--- src/logic/pfr_pkg.sv ---
// package for the processor flags register block
// assumes a single 100 MHz clock domain and a 32-bit register port
package pfr_pkg;
    // ==========================================================
    // flag bit positions
    localparam int unsigned CARRY_BIT = 0;
    localparam int unsigned FIXED_ONE_BIT = 1;
    localparam int unsigned PARITY_BIT = 2;
    localparam int unsigned AUX_CARRY_BIT = 4;
    localparam int unsigned ZERO_BIT = 6;
    localparam int unsigned SIGN_BIT = 7;
    localparam int unsigned STEP_BIT = 8;
    localparam int unsigned INT_EN_BIT = 9;
    localparam int unsigned DIRECTION_BIT = 10;
    localparam int unsigned OVERFLOW_BIT = 11;
    localparam int unsigned IO_PRIVILEGE_LEVEL_LSB = 12;
    localparam int unsigned NESTED_TASK_BIT = 14;
    localparam int unsigned RESUME_BIT = 16;
    localparam int unsigned V86_BIT = 17;
    localparam int unsigned ALIGN_CHECK_BIT = 18;
    localparam int unsigned VIRT_INT_BIT = 19;
    localparam int unsigned VIRT_PEND_BIT = 20;
    localparam int unsigned PROBE_BIT = 21;
    localparam int unsigned FLAG_W = 22;
    // ==========================================================
    // masks and reset values
    localparam logic [21:0] FLAG_WR_MASK = 22'h3f_7fd5;
    localparam logic [21:0] FLAG_FIXED_ONES = 22'h00_0002;
    localparam logic [21:0] FLAG_RESET = 22'h00_0002;
    localparam logic [3:0] EVT_RESET = 4'h0;
    localparam logic [1:0] IO_PRIVILEGE_LEVEL_MAX = 2'h3;
    // ==========================================================
    // register offsets (byte addresses)
    localparam logic [7:0] FLAGS_LO_OFS = 8'h00;
    localparam logic [7:0] FLAGS_HI_OFS = 8'h04;
    localparam logic [7:0] EVT_STATUS_OFS = 8'h08;
    localparam logic [7:0] EVT_MASK_OFS = 8'h0c;
    // ==========================================================
    // event bits of status and mask registers
    localparam int unsigned EVT_DEBUG = 0;
    localparam int unsigned EVT_GP = 1;
    localparam int unsigned EVT_INT_ACK = 2;
    localparam int unsigned EVT_NMI_ACK = 3;
endpackage

--- src/logic/pfr_flags_reg.sv ---
// processor flags register: storage, single step, interrupt masking, i/o check
// register port: 0x00 flags low word, 0x04 flags high word (zero),
// 0x08 event status (write one to clear), 0x0c event mask
// outputs: 64-bit flags view, legacy 32-bit view, one-cycle event
// pulses and a level interrupt line
// assumes core strobes are one-cycle pulses synchronous to clk
// assumes the core acts on the accept and fault pulses itself
// assumes reset is asynchronous, active low, released off the edge
//
// Chosen here: the register addresses and the plain strobed port.
`timescale 1ns/1ns

module pfr_flags_reg (
    input wire logic clk,
    input wire logic nrst,
    // register port
    input wire logic [7:0] regAddr,
    input wire logic [31:0] regWrData,
    input wire logic regWr,
    input wire logic regRd,
    output logic [31:0] regRdData,
    // core privilege context
    input wire logic [1:0] currentPrivilegeLevel,
    input wire logic v86ModeExtensionsEnable,
    input wire logic protectedVirtualInterruptEnable,
    // arithmetic result status update
    input wire logic statusWe,
    input wire logic [5:0] statusVal,
    // instruction retire and flag loads
    input wire logic instrRetire,
    input wire logic flagsLoad,
    input wire logic [31:0] flagsLoadData,
    input wire logic taskGateXfer,
    // interrupt and exception sources
    input wire logic maskableIrq,
    input wire logic nmiReq,
    input wire logic softIntReq,
    input wire logic excTaken,
    input wire logic ioAttempt,
    // outputs
    output logic [63:0] flagsControlStatus,
    output logic [31:0] legacy32bitFlagsView,
    output logic debugException,
    output logic generalProtectionFault,
    output logic ioGrant,
    output logic irqAccept,
    output logic nmiAccept,
    output logic intOut
);

    // ==========================================================
    // bit map of the stored low 22 bits, upper 42 always zero:
    //   0 carry, 1 fixed one, 2 parity, 3 fixed zero
    //   4 auxiliary carry, 5 fixed zero, 6 zero, 7 sign
    //   8 single step trap, 9 interrupt enable
    //   10 direction, 11 overflow, 13:12 i/o privilege
    //   14 nested task, 15 fixed zero, 16 resume
    //   17 v86 mode, 18 alignment check
    //   19 virtual interrupt, 20 virtual pending
    //   21 feature probe, writable so software can probe it
    //
    // event bits: 0 debug exception, 1 protection fault,
    //   2 maskable interrupt accepted, 3 non-maskable accepted
    //
    // same-cycle priority inside one clock:
    //   status update first, then register write,
    //   then flag reload, then retire handling,
    //   then any taken interrupt or exception,
    //   which drops the trap bit last of all
    //
    // hazards kept in mind:
    //   v86 bit never moves from the register port
    //   privilege field writable from the port only at level zero
    //   interrupt enable writes may land in the virtual bit
    //   event status set beats a same-cycle clear
    //   read data stands one cycle, zero otherwise
    //
    // ==========================================================
    // state
    typedef struct packed {
        // flag storage, low 22 bits of the 64-bit view
        logic [21:0] flg;
        // next retire raises the debug exception
        logic stepArmed;
        // resume clear skipped on a retire that comes with a reload or task gate
        logic rfDefer;
        // sticky event bits, write one to clear
        logic [3:0] evtStat;
        // event mask, same layout as status
        logic [3:0] evtMask;
        // registered read word
        logic [31:0] rdData;
        // one-cycle output pulses
        logic dbgExc;
        logic gpFlt;
        logic ioOk;
        logic irqAck;
        logic nmiAck;
        // level interrupt line
        logic irq;
    } pfr_state_t;

    pfr_state_t q;
    pfr_state_t d;

    // ==========================================================
    // helpers
    // small pure functions, shared by write, reload and i/o check paths
    // take writable bits from val, force fixed ones, other bits keep old
    function automatic logic [21:0] fixFlags(input logic [21:0] old, input logic [21:0] val,
                                             input logic [21:0] wmask);
        logic [21:0] m;
        m = wmask & pfr_pkg::FLAG_WR_MASK;
        fixFlags = ((old & ~m) | (val & m)) | pfr_pkg::FLAG_FIXED_ONES;
    endfunction

    // numeric privilege at or below the i/o privilege field
    function automatic logic privOk(input logic [1:0] current_privilege_level, input logic [1:0] io_privilege_level);
        privOk = (current_privilege_level <= io_privilege_level);
    endfunction

    logic [1:0] ioplNow;
    logic ifWriteOk;
    logic vifRedirect;
    logic [21:0] swMask;
    logic [21:0] evtFlags;
    logic takeIrq;
    logic takeAny;
    logic [3:0] evtSet;

    // privilege field as stored now, before this cycle's writes
    assign ioplNow = q.flg[pfr_pkg::IO_PRIVILEGE_LEVEL_LSB +: 2];

    // write mask for the register port:
    //   privileged enough: interrupt enable written directly
    //   otherwise, with v86 extensions or pvi and field below 3,
    //   the enable data is steered into the virtual interrupt bit
    //   otherwise the enable write is dropped silently
    // the v86 bit is never writable here, only by reload
    // the privilege field needs level zero
    // interrupt enable write gating on four inputs
    always_comb
    begin
        ifWriteOk = privOk(currentPrivilegeLevel, ioplNow);
        vifRedirect = !ifWriteOk && (v86ModeExtensionsEnable || protectedVirtualInterruptEnable)
                      && (ioplNow != pfr_pkg::IO_PRIVILEGE_LEVEL_MAX);
        swMask = pfr_pkg::FLAG_WR_MASK;
        swMask[pfr_pkg::V86_BIT] = 1'b0;
        swMask[pfr_pkg::INT_EN_BIT] = ifWriteOk;
        if (currentPrivilegeLevel != 2'h0)
        begin
            swMask[pfr_pkg::IO_PRIVILEGE_LEVEL_LSB +: 2] = 2'h0;
        end
        if (vifRedirect)
        begin
            swMask[pfr_pkg::VIRT_INT_BIT] = 1'b0;
        end
    end

    // ==========================================================
    // next state
    always_comb
    begin
        // defaults: hold state, pulses low, read word zero
        // so every path assigns every field
        d = q;
        evtFlags = q.flg;
        d.dbgExc = 1'b0;
        d.gpFlt = 1'b0;
        d.ioOk = 1'b0;
        d.irqAck = 1'b0;
        d.nmiAck = 1'b0;
        d.rdData = 32'h0000_0000;
        evtSet = 4'h0;

        // arithmetic status bits from the core
        // direction is a control bit and stays with software
        // statusVal order: overflow, sign, zero, aux, parity, carry
        if (statusWe)
        begin
            d.flg[pfr_pkg::OVERFLOW_BIT] = statusVal[5];
            d.flg[pfr_pkg::SIGN_BIT] = statusVal[4];
            d.flg[pfr_pkg::ZERO_BIT] = statusVal[3];
            d.flg[pfr_pkg::AUX_CARRY_BIT] = statusVal[2];
            d.flg[pfr_pkg::PARITY_BIT] = statusVal[1];
            d.flg[pfr_pkg::CARRY_BIT] = statusVal[0];
        end

        // software write of the low word, reserved data dropped
        if (regWr && regAddr == pfr_pkg::FLAGS_LO_OFS)
        begin
            d.flg = fixFlags(d.flg, regWrData[21:0], swMask);
            if (vifRedirect)
            begin
                d.flg[pfr_pkg::VIRT_INT_BIT] = regWrData[pfr_pkg::INT_EN_BIT];
            end
        end
        else if (regWr && regAddr == pfr_pkg::EVT_MASK_OFS)
        begin
            d.evtMask = regWrData[3:0];
        end

        // interrupt return or task switch reloads all bits, v86 included
        // reserved data is dropped and bit 1 forced as on the port
        // it wins over a register write in the same cycle
        if (flagsLoad)
        begin
            d.flg = fixFlags(d.flg, flagsLoadData[21:0], pfr_pkg::FLAG_WR_MASK);
        end

        // instruction completion: single step and resume handling
        // single step: a retire with the trap armed raises the debug
        // exception; arming takes the retire after the one that set
        // the bit, so the setting instruction is never trapped itself
        // resume: cleared per retire, skipped on a retire that comes with a reload or gate
        takeIrq = maskableIrq && q.flg[pfr_pkg::INT_EN_BIT];
        takeAny = takeIrq || nmiReq || softIntReq || excTaken;
        if (instrRetire)
        begin
            if (q.stepArmed)
            begin
                d.dbgExc = 1'b1;
                evtSet[pfr_pkg::EVT_DEBUG] = 1'b1;
            end
            // armed from the value after this instruction
            d.stepArmed = d.flg[pfr_pkg::STEP_BIT] && !q.stepArmed;
            if (q.stepArmed && d.flg[pfr_pkg::STEP_BIT])
            begin
                d.stepArmed = 1'b1;
            end
            if (flagsLoad || taskGateXfer)
            begin
                d.rfDefer = flagsLoad ? flagsLoadData[pfr_pkg::RESUME_BIT] : 1'b1;
            end
            else if (q.rfDefer)
            begin
                // deferred clear lands on the retire after the load
                d.rfDefer = 1'b0;
                d.flg[pfr_pkg::RESUME_BIT] = 1'b0;
            end
            else
            begin
                d.flg[pfr_pkg::RESUME_BIT] = 1'b0;
            end
        end
        else if (!d.flg[pfr_pkg::STEP_BIT])
        begin
            d.stepArmed = 1'b0;
        end

        // any exception or interrupt drops single step
        if (takeAny || d.dbgExc)
        begin
            d.flg[pfr_pkg::STEP_BIT] = 1'b0;
            d.stepArmed = 1'b0;
        end
        d.irqAck = takeIrq;
        d.nmiAck = nmiReq;
        evtSet[pfr_pkg::EVT_INT_ACK] = takeIrq;
        evtSet[pfr_pkg::EVT_NMI_ACK] = nmiReq;

        // i/o address-space permission check
        // exactly one of grant or fault pulses per attempt
        // uses the field before any same-cycle write
        if (ioAttempt)
        begin
            if (privOk(currentPrivilegeLevel, ioplNow))
            begin
                d.ioOk = 1'b1;
            end
            else
            begin
                d.gpFlt = 1'b1;
                evtSet[pfr_pkg::EVT_GP] = 1'b1;
            end
        end

        // sticky events: write one to clear, set wins
        // an event and its clear in one cycle leave the bit set
        // interrupt line follows the next status and mask
        if (regWr && regAddr == pfr_pkg::EVT_STATUS_OFS)
        begin
            d.evtStat = q.evtStat & ~regWrData[3:0];
        end
        d.evtStat = d.evtStat | evtSet;
        d.irq = |(d.evtStat & d.evtMask);

        // read data, one cycle after the strobe
        // reads see the state before this cycle's writes
        // high word and unmapped addresses read as zero
        if (regRd)
        begin
            if (regAddr == pfr_pkg::FLAGS_LO_OFS)
            begin
                d.rdData = {10'h000, q.flg | pfr_pkg::FLAG_FIXED_ONES};
            end
            else if (regAddr == pfr_pkg::FLAGS_HI_OFS)
            begin
                d.rdData = 32'h0000_0000;
            end
            else if (regAddr == pfr_pkg::EVT_STATUS_OFS)
            begin
                d.rdData = {28'h000_0000, q.evtStat};
            end
            else if (regAddr == pfr_pkg::EVT_MASK_OFS)
            begin
                d.rdData = {28'h000_0000, q.evtMask};
            end
            else
            begin
                d.rdData = 32'h0000_0000;
            end
        end
    end

    // ==========================================================
    // registers
    // whole state in one register; reset gives flags with bit 1 set,
    // no pulses, empty events and a closed mask
    always_ff @(posedge clk or negedge nrst)
    begin
        if (!nrst)
        begin
            q.flg <= pfr_pkg::FLAG_RESET;
            q.stepArmed <= 1'b0;
            q.rfDefer <= 1'b0;
            q.evtStat <= pfr_pkg::EVT_RESET;
            q.evtMask <= pfr_pkg::EVT_RESET;
            q.rdData <= 32'h0000_0000;
            q.dbgExc <= 1'b0;
            q.gpFlt <= 1'b0;
            q.ioOk <= 1'b0;
            q.irqAck <= 1'b0;
            q.nmiAck <= 1'b0;
            q.irq <= 1'b0;
        end
        else
        begin
            q <= d;
        end
    end

    // outputs straight from flops; one storage for both views
    // the high half is constant zero, so no storage is spent on it
    // and the two views can never disagree
    assign flagsControlStatus = {42'h000_0000_0000, q.flg};
    assign legacy32bitFlagsView = {10'h000, q.flg};
    assign regRdData = q.rdData;
    assign debugException = q.dbgExc;
    assign generalProtectionFault = q.gpFlt;
    assign ioGrant = q.ioOk;
    assign irqAccept = q.irqAck;
    assign nmiAccept = q.nmiAck;
    assign intOut = q.irq;

endmodule

--- config.mk ---
export PLATFORM = sky130hd
export DESIGN_NAME = pfr_flags_reg
export DESIGN_NICKNAME = d
export VERILOG_FILES = /design/src/logic/pfr_pkg.sv /design/src/logic/pfr_flags_reg.sv
export SDC_FILE = /design/constraint.sdc
export NUM_CORES = 1
export LEC_CHECK = 0
export BUFFER_PORTS_ARGS = -buffer_cell sky130_fd_sc_hd__buf_2
export CORE_MARGIN = 4
export CORE_UTILIZATION = 46
export DETAILED_ROUTE_END_ITERATION = 16
export MAX_ROUTING_LAYER = met4
export PLACE_DENSITY = 0.95
export SLEW_MARGIN = 10
export SYNTH_ARGS = -nofsm -noshare
export SYNTH_HDL_FRONTEND = slang
export SYNTH_SLANG_ARGS = --single-unit
--- constraint.sdc ---
create_clock -name clk -period 4.6 [get_ports clk]
set_clock_uncertainty 0.15 [all_clocks]
set_input_delay 0.23 -clock clk [delete_from_list [all_inputs] [get_ports clk]]
set_output_delay 0.23 -clock clk [all_outputs]
set_load 0.02 [all_outputs]
==> flow_summary_export.csv, run 1 <==
group,metric,value,unit
setup_path,worst-setup-path-type,"in -> reg",
timing,final-setup-viol-count,0,
logic_synthesis,ys_warn_count,0,
setup_path,startpoint_type,"input pin",
timing,max-slew-margin-rel,36.8,%
finish,fillers,646,
logic_synthesis,async_flop_share,100,%
finish,post-route-util,51.0,%
grt,grt_usage,17.2,%
floorplanning,initial_core_util,47.1,%
floorplanning,die_h,93.9,µm
logic_synthesis,synth-seq-cells,54,
clock_network,cts_buffers,5,
finish,layout_commonest_cell,"buf_2",
setup_path,cp.arrival,2.63,ns
status,status,"complete, no violations",
setup_path,crit_path_end_kind,"flip-flop",
logic_synthesis,post_synth_num_cell_types,52,
logic_synthesis,syn_area_per_cell,9.52,µm²
setup_path,slowest_stage,"nor4_2",
power_and_ir_drop,leakagePower,2.04,nW
clock_network,post_cts_buffers,0,
power_and_ir_drop,peakVddDrop,0.122,mV
route,wirelength,7.71,mm
timing,drv_slew,0,
run,drv_cap,0,
setup_path,path_cells,"buf_2 -> nor4_2 -> nand3_1 -> nor3_2 -> and2_1",
route,ant_nets,0,
grt,grt_antenna_before_repair,0,
setup_path,reg2reg_depth,6,
floorplanning,die_w,93.9,µm
timing,finalWorstSetupSlack,2.05,ns
finish,syn_to_final_growth,8.40,%
logic_synthesis,synth_cells,357,
route,drtPass1Iterations,4,
place,place.gp.congestion,0.842,
setup_path,r2r-start,"evtFlags[13]",
route,drc,0,
setup_path,r2r_setup_slack,2.67,ns
grt,overflow,0,
setup_path,crit_end,"regRdData[4]",
setup_path,crit_family,"simple AND/OR/NAND/NOR gates",
grt,grt_max_degree,55,
logic_synthesis,seq_area_frac_synth,39.8,%
hold_path,min_delay_path_depth,2,
setup_path,path_buf_inv,1,
place,pre_cts_ws,1.71,ns
timing,layout_worst_path_cycle_share,55.4,%
timing,min_period,2.55,ns
setup_path,cp-startpoint,"regAddr[5]",
finish,final_cell_mix,"buf_2 (131), conb_1 (70), dfrtp_1 (53)",
setup_path,r2r-end,"intOut",
clock_network,clock_sinks,54,
timing,fmax,393,MHz
floorplanning,ios,229,
timing,setup_tns,0,ns
logic_synthesis,netlist_area,3400,µm²
route,wl_per_cell,14.2,µm
setup_path,worstPathRequired,4.69,ns
route,vias,2503,
finish,nets,539,
floorplanning,dieArea,8820,µm²
route,viasPerCell,4.62,
route,drtIter0Drc,173,
clock_network,cts_max_level,2,
clock_network,cts.reportedPaths.clkPinSlew,0.09,ns
place,dp_hpwl,5.71,mm
place,io_buffers,131,
timing,final-hold-violation-count,0,
timing,worstMarginPinSlew,0.940,ns
clock_network,cts_root_buf,"clkbuf_8",
finish,drive_gt1_share,33.9,%
floorplanning,rows,31,
logic_synthesis,synth_edf_count,0,
logic_synthesis,synth_ff_type,"dfrtp_1",
finish,num_antenna_cells,0,
hold_path,min_path_type,"in -> reg",
timing,rsz0062_at_grt,"false",
power_and_ir_drop,cellPowerDensity,281,nW/µm²
grt,grt_pass1_wl,11.6,mm
clock_network,tritoncts,"done",
floorplanning,fp.coreArea,7210,µm²
setup_path,max_stage_delay,0.82,ns
grt,grt_pass1_vias,2381,
clock_network,worstSkewPairLatency,0.30,ns
setup_path,path_max_fanout,15,
setup_path,cp.depth,5,
clock_network,cts.path.max_buffers,2,
routing by layer:
layer,GRT usage (%),vias up,wire length (µm)
met3,3.29,9,825
met2,31.2,162,4060
met4,4.69,0,109
met5,-,-,0
met1,19.3,1176,2720
li1,-,1156,-
kinds of logic after synthesis:
family                     share of synthesized area [%]
muxes                                               3.57
DFF                                                 39.8
and+or+nand+nor                                     14.7
adders and majority gates                          0.737
buffers and inverters                               30.9
other                                              0.110
AOI/OAI and AO/OA                                   10.2
Yosys cell counts (2+ instances only):
library cell  count  area share (%)
and2_1           17             3.1
buf_2             5            0.74
o31ai_1           9             2.0
a31oi_1           2            0.37
nor2b_1          10             1.8
a41oi_1           2            0.52
nor2_1           20             2.2
o21ai_1           5            0.74
and3_1            2            0.37
a211oi_1          7             1.5
nand4_1           5            0.92
inv_1             8            0.88
clkbuf_1          6            0.66
mux2i_1          11             3.2
nand3_1           4            0.59
ha_1              2            0.74
nand2_1          22             2.4
a21oi_1           3            0.44
o21ai_0           4            0.59
buf_4           128              28
nor3b_1           2            0.44
dfrtp_1          53              39
report_power, final:
| group | internal [mW] | switching, mW | leakage, nW |
|---|---|---|---|
| Sequential | 0.497 | 0.0179 | 0.695 |
| Combinational | 0.0820 | 0.170 | 1.29 |
| Clock | 0.122 | 0.145 | 0.0482 |
metrics by stage:
| step | hold slack [ns] | power, mW | cell area [µm²] | cells |
|---|---|---|---|---|
| 2_1_floorplan | -0.216 | 0.757 | 3660 | 426 |
| 3_3_place_gp | 0.231 | 0.757 | 3430 | 518 |
| 3_5_place_dp | 0.240 | 0.764 | 3430 | 518 |
| 4_1_cts | 0.00718 | 1.04 | 3680 | 542 |
| 5_1_grt | 0.00724 | 1.09 | 3680 | 542 |
| 6_report | 0.0116 | 1.03 | 3680 | 542 |
what timing repair did:
item                                   CTS  global route
hold buffers                            16             0
gates resized for setup                  0             0
endpoints found under the hold margin   68             0
how the worst min path moves through the flow:
| stage | end | startpoint | slack [ns] |
|---|---|---|---|
| floorplan | debugException | nrst | -0.22 |
| global placement | debugException | nrst | 0.23 |
| detailed placement | nmiAccept | nmiReq | 0.24 |
| CTS | evtFlags[17] | flagsLoadData[17] | 0.007 |
| global route | evtFlags[17] | flagsLoadData[17] | 0.007 |
| finish | evtFlags[17] | flagsLoadData[17] | 0.01 |
registers in the layout (all words and copies together), names as in the netlist:
signal / flops
evtFlags: 19
q: 9
ioGrant: 1
irqAccept: 1
regRdData: 20
generalProtectionFault: 1
intOut: 1
nmiAccept: 1
debugException: 1
final cells by class:
type	count	area, µm²	share of cell area (%)
inverters	8	30.0	0.815
multi-input cells	224	1250	34.0
flip-flops and latches	54	1350	36.7
clock inverters	1	5.00	0.136
repair buffers	149	831	22.6
clock buffers	7	86.3	2.34
well taps	99	124	3.36
No activity file was read; power rests on OpenSTA's default activity.
==> inputs of run 2 (changes only) <==
- CORE_UTILIZATION: 46 -> 42
- PLACE_DENSITY: 0.95 -> 0.93
- clock period: 4.6 -> 2.6 ns (I/O delays scaled with it)
==> run 2 against run 1 <==
Via count rose by 6.6%. Global-route usage up 0.39 points. First-iteration DRC count decreased by 1.7%. Combinational power up 92%. Cell count grew 5.7%. Worst hold slack gained 0.054 ns. Sequential cell count is the same. Clock-buffer cell count stayed put. Clock power grew 78%. Total power grew 81%. Critical path type unchanged.
==> flow_summary_export.csv, run 2 (same netlist as run 1, synthesis figures left out) <==
group,metric,value,unit
setup_path,r2r-start,"evtFlags[13]",
timing,min_period,2.36,ns
timing,max-slew-margin-rel,54.9,%
finish,final_cell_mix,"buf_2 (131), conb_1 (70), dfrtp_1 (53)",
finish,layout_commonest_cell,"buf_2",
timing,final-hold-violation-count,0,
place,io_buffers,131,
grt,busiest_layer,"met2",
setup_path,worst-setup-path-type,"in -> reg",
route,drtIter0Drc,170,
timing,worst_hold_slack,0.0652,ns
route,wl_per_cell,14.6,µm
power_and_ir_drop,leakagePower,2.16,nW
floorplanning,die_h,97.9,µm
timing,final-setup-viol-count,0,
route,drc,0,
clock_network,cts_max_level,2,
place,dp_hpwl,6.00,mm
clock_network,cts.path.max_buffers,2,
finish,syn_to_final_growth,16.3,%
floorplanning,dieArea,9590,µm²
setup_path,reg2reg_depth,7,
floorplanning,initial_core_util,43.5,%
status,status,"complete, no violations",
clock_network,cts.reportedPaths.clkPinSlew,0.09,ns
clock_network,post_cts_resized,0,
grt,grt_pass1_vias,2667,
clock_network,worstSkewPairLatency,0.30,ns
clock_network,cts_buffers,5,
finish,largest_reg_flops,20,
route,ant_nets,0,
power_and_ir_drop,finalPower,1.87,mW
route,drtPass1Iterations,4,
grt,grt_pass1_wl,13.2,mm
hold_path,min_delay_path_depth,4,
setup_path,path_cells,"dlygate4sd3_1 -> buf_2 -> nor3_1 -> dlygate4sd3_1 -> nand4_1 -> a31oi_1 -> dlygate4sd3_1",
power_and_ir_drop,peakVddDrop,0.207,mV
timing,rsz0062_at_grt,"false",
floorplanning,ios,229,
route,viasPerCell,4.65,
place,place.gp.congestion,0.852,
grt,met3_usage,3.14,%
setup_path,startpoint_type,"input pin",
timing,worstMarginPinSlew,0.676,ns
clock_network,clock_sinks,54,
hold_path,hold_start,"regWrData[8]",
grt,grt_max_degree,55,
setup_path,crit_path_end_kind,"flip-flop",
finish,nets,566,
run,drv_cap,0,
grt,met2_usage,31.2,%
route,wirelength,8.35,mm
timing,layout_worst_path_cycle_share,90.8,%
grt,use_met1,19.2,%
hold_path,min_path_type,"in -> reg",
setup_path,r2r_setup_slack,0.28,ns
finish,fillers,720,
setup_path,max_stage_delay,0.58,ns
setup_path,path_max_fanout,4,
hold_path,whs_endpoint,"q[47]",
setup_path,r2r-end,"evtFlags[9]",
clock_network,tritoncts,"done",
finish,drive_gt1_share,32.6,%
floorplanning,die_w,97.9,µm
setup_path,path_common_cell,"dlygate4sd3_1",
floorplanning,fp.coreArea,7810,µm²
setup_path,cp.arrival,2.45,ns
grt,grt_usage,17.6,%
timing,fmax,423,MHz
timing,drv_slew,0,
setup_path,slowest_stage,"dlygate4sd3_1",
floorplanning,rows,32,
timing,setup_tns,0,ns
setup_path,worstPathRequired,2.69,ns
route,vias,2667,
clock_network,cts_root_buf,"clkbuf_8",
grt,overflow,0,
power_and_ir_drop,cellPowerDensity,473,nW/µm²
grt,grt_antenna_before_repair,0,
[run 2: cell count changes in the layout (fill, tap and decap cells not counted)]
cell / change
buf_4: +3
diode_2: +1
dlygate4sd3_1: +24
[run 2: worst max-delay path by stage]
stage / startpoint / to / slack (ns) / cells past startpoint
2_1_floorplan: evtFlags[13] / intOut / 0.90 / 6
3_3_place_gp: regAddr[5] / evtFlags[19] / 0.68 / 5
3_5_place_dp: regAddr[5] / evtFlags[19] / 0.60 / 5
4_1_cts: evtFlags[13] / evtFlags[9] / 0.26 / 7
5_1_grt: evtFlags[13] / evtFlags[9] / 0.06 / 7
6_report: nmiReq / evtFlags[8] / 0.24 / 7
[run 2: final cells by class]
class | count | area (µm²) | area share, %
Inverter | 8 | 30.0 | 0.760
Timing Repair Buffer | 176 | 1090 | 27.7
Clock buffer | 7 | 86.3 | 2.18
Sequential cell | 54 | 1350 | 34.2
Tap cell | 102 | 128 | 3.23
Clock inverter | 1 | 5.00 | 0.127
Antenna cell | 1 | 2.50 | 0.0633
Multi-Input combinational cell | 224 | 1250 | 31.7
[run 2: critical path: cells and delay by family]
kind                   cells  cell delay, ns
AO/OA/AOI/OAI              1            0.19
buffers and inverters      4            1.86
AND/OR/NAND/NOR            2            0.27
[run 2: timing repair]
item | 4_1_cts | 5_1_grt
setup endpoints to repair | 0 | 0
setup buffers | 0 | 0
hold endpoints to repair | 81 | 0
hold buffers | 40 | 0
[run 2: power breakdown]
part / internal [mW] / total, mW / switching (mW)
Combinational: 0.177 / 0.485 / 0.308
Sequential: 0.878 / 0.910 / 0.0312
Clock: 0.216 / 0.476 / 0.261
[run 2: through the flow]
stage,setup WS [ns],cells,util [%],instance area [µm²]
after global routing,0.0582,572,50.6,3950
final,0.238,573,50.6,3950
after floorplan,0.902,426,-,3660
after global placement,0.681,524,44.3,3460
after CTS,0.256,572,50.6,3950
after detailed placement,0.599,524,44.3,3460
[run 2: routing by layer]
| metal | vias to the layer above | wire [µm] |
|---|---|---|
| met5 | - | 0 |
| met1 | 1261 | 3010 |
| met2 | 164 | 4280 |
| met3 | 25 | 804 |
| met4 | 0 | 257 |
| li1 | 1217 | - |
==> inputs of run 3 (changes only) <==
- CORE_UTILIZATION: 42 -> 40
- PLACE_DENSITY: 0.93 -> 0.89
==> run 3 against run 2 <==
Cell area rose by 0.19%. Worst hold slack got worse by 0.053 ns. Total power rose by 0.55%. Wire length fell by 2.0%. Cell count rose by 0.52%. Setup slack improved by 0.0019 ns. Maximum frequency barely moved. Clock power rose by 2%. Non-clock buffer count did not move. Largest cell class unchanged. Global-route usage fell by 1.5 points. Core utilization fell by 2.7 points. Die area rose by 4.6%.
==> flow_summary_export.csv, run 3 (same netlist as run 1, synthesis figures left out) <==
group,metric,value,unit
place,place.gp.congestion,0.858,
hold_path,min_path_type,"in -> reg",
timing,final-hold-violation-count,0,
clock_network,cts_max_level,2,
floorplanning,die_h,100,µm
route,drtIter0Drc,141,
floorplanning,die_w,100,µm
setup_path,startpoint_type,"input pin",
timing,worst_hold_slack,0.0123,ns
route,vias,2618,
floorplanning,initial_core_util,41.1,%
route,wirelength,8.18,mm
setup_path,cp.arrival,2.39,ns
floorplanning,dieArea,10000,µm²
timing,fmax,424,MHz
place,io_buffers,131,
finish,drive_gt1_share,32.8,%
clock_network,cts.reportedPaths.clkPinSlew,0.09,ns
place,dp_hpwl,6.04,mm
grt,grt_usage,16.1,%
clock_network,cts_root_buf,"clkbuf_8",
setup_path,path_cells,"buf_2 -> nor3b_1 -> and3_1 -> buf_4 -> mux2i_1 -> o21ai_1 -> dlygate4sd3_1",
power_and_ir_drop,finalPower,1.88,mW
finish,fillers,780,
clock_network,cts_buffers,5,
timing,max-slew-margin-rel,54.2,%
clock_network,tritoncts,"done",
floorplanning,rows,33,
setup_path,path_buf_inv,3,
clock_network,post_cts_resized,0,
setup_path,max_stage_delay,0.59,ns
power_and_ir_drop,cellPowerDensity,475,nW/µm²
setup_path,crit_path_end_kind,"flip-flop",
timing,rsz0062_at_grt,"false",
route,drc,0,
setup_path,path_max_fanout,9,
timing,worstMarginPinSlew,0.687,ns
setup_path,slowest_stage,"dlygate4sd3_1",
clock_network,post_cts_buffers,0,
route,ant_nets,0,
grt,grt_pass1_vias,2531,
setup_path,reg2reg_depth,7,
power_and_ir_drop,leakagePower,2.16,nW
run,drv_cap,0,
route,viasPerCell,4.55,
floorplanning,fp.coreArea,8260,µm²
timing,layout_worst_path_cycle_share,90.8,%
timing,drv_slew,0,
setup_path,crit_family,"buffers and inverters",
timing,setup_tns,0,ns
grt,grt_antenna_before_repair,0,
finish,largest_reg_flops,20,
finish,syn_to_final_growth,16.5,%
route,wl_per_cell,14.2,µm
timing,final-setup-viol-count,0,
floorplanning,ios,229,
grt,grt_max_degree,55,
setup_path,worst-setup-path-type,"in -> reg",
timing,min_period,2.36,ns
finish,nets,566,
hold_path,min_delay_path_depth,3,
route,drtPass1Iterations,4,
grt,overflow,0,
clock_network,cts.path.max_buffers,2,
clock_network,holdBufCountCts,40,
finish,layout_commonest_cell,"buf_2",
finish,final_cell_mix,"buf_2 (131), conb_1 (70), dfrtp_1 (53)",
power_and_ir_drop,peakVddDrop,0.197,mV
finish,post-route-util,47.9,%
clock_network,clock_sinks,54,
grt,grt_pass1_wl,12.4,mm
clock_network,worstSkewPairLatency,0.30,ns
status,status,"complete, no violations",
setup_path,worstPathRequired,2.63,ns
setup_path,cp.depth,7,
## run 3: cell types whose count changed in the layout (fill, tap and decap cells not counted), sizes merged
cell,before,now
clkbuf,7,6
clkinvlp,0,1
## run 3: worst min-delay path, cell delays in order
cell and delay, ns:
buf_2 0.10, nor2_1 0.10, o31ai_1 0.09
## run 3: metrics by stage
stage,std cells,area (µm²),setup slack [ns]
6_report,576,3960,0.240
5_1_grt,575,3960,0.0221
4_1_cts,575,3960,0.243
3_5_place_dp,527,3460,0.513
3_3_place_gp,527,3460,0.557
2_1_floorplan,426,3660,0.902
## run 3: final cells by class
type / count / area (µm²) / share of cell area (%)
multi-input cells: 224 / 1250 / 31.7
clock inverters: 2 / 12.5 / 0.316
repair buffers: 176 / 1090 / 27.6
well taps: 105 / 131 / 3.32
clock buffers: 6 / 82.6 / 2.09
diodes: 1 / 2.50 / 0.0632
flip-flops and latches: 54 / 1350 / 34.2
inverters: 8 / 30.0 / 0.759
## run 3: worst paths after layout
path	slack, ns	from	end
min reg2reg	0.35	q[47]	q[47]
max reg2reg	0.26	evtFlags[13]	evtFlags[9]
max	0.24	regAddr[1]	evtFlags[10]
max in group asynchronous	1.49	nrst	evtFlags[21]
min	0.01	regWrData[4]	evtFlags[4]
min in group asynchronous	0.35	nrst	regRdData[0]
## run 3: layer usage
layer,track usage [%],wire length (µm),vias up
li1,-,-,1216
met1,18.1,3030,1235
met2,27.9,4150,157
met3,3.89,869,10
met4,5.70,126,0
met5,-,0,-
## run 3: where the power goes
group / internal [mW] / switching, mW
clock network: 0.215 / 0.271
registers: 0.879 / 0.0310
logic: 0.177 / 0.309
total: 1.27 / 0.611
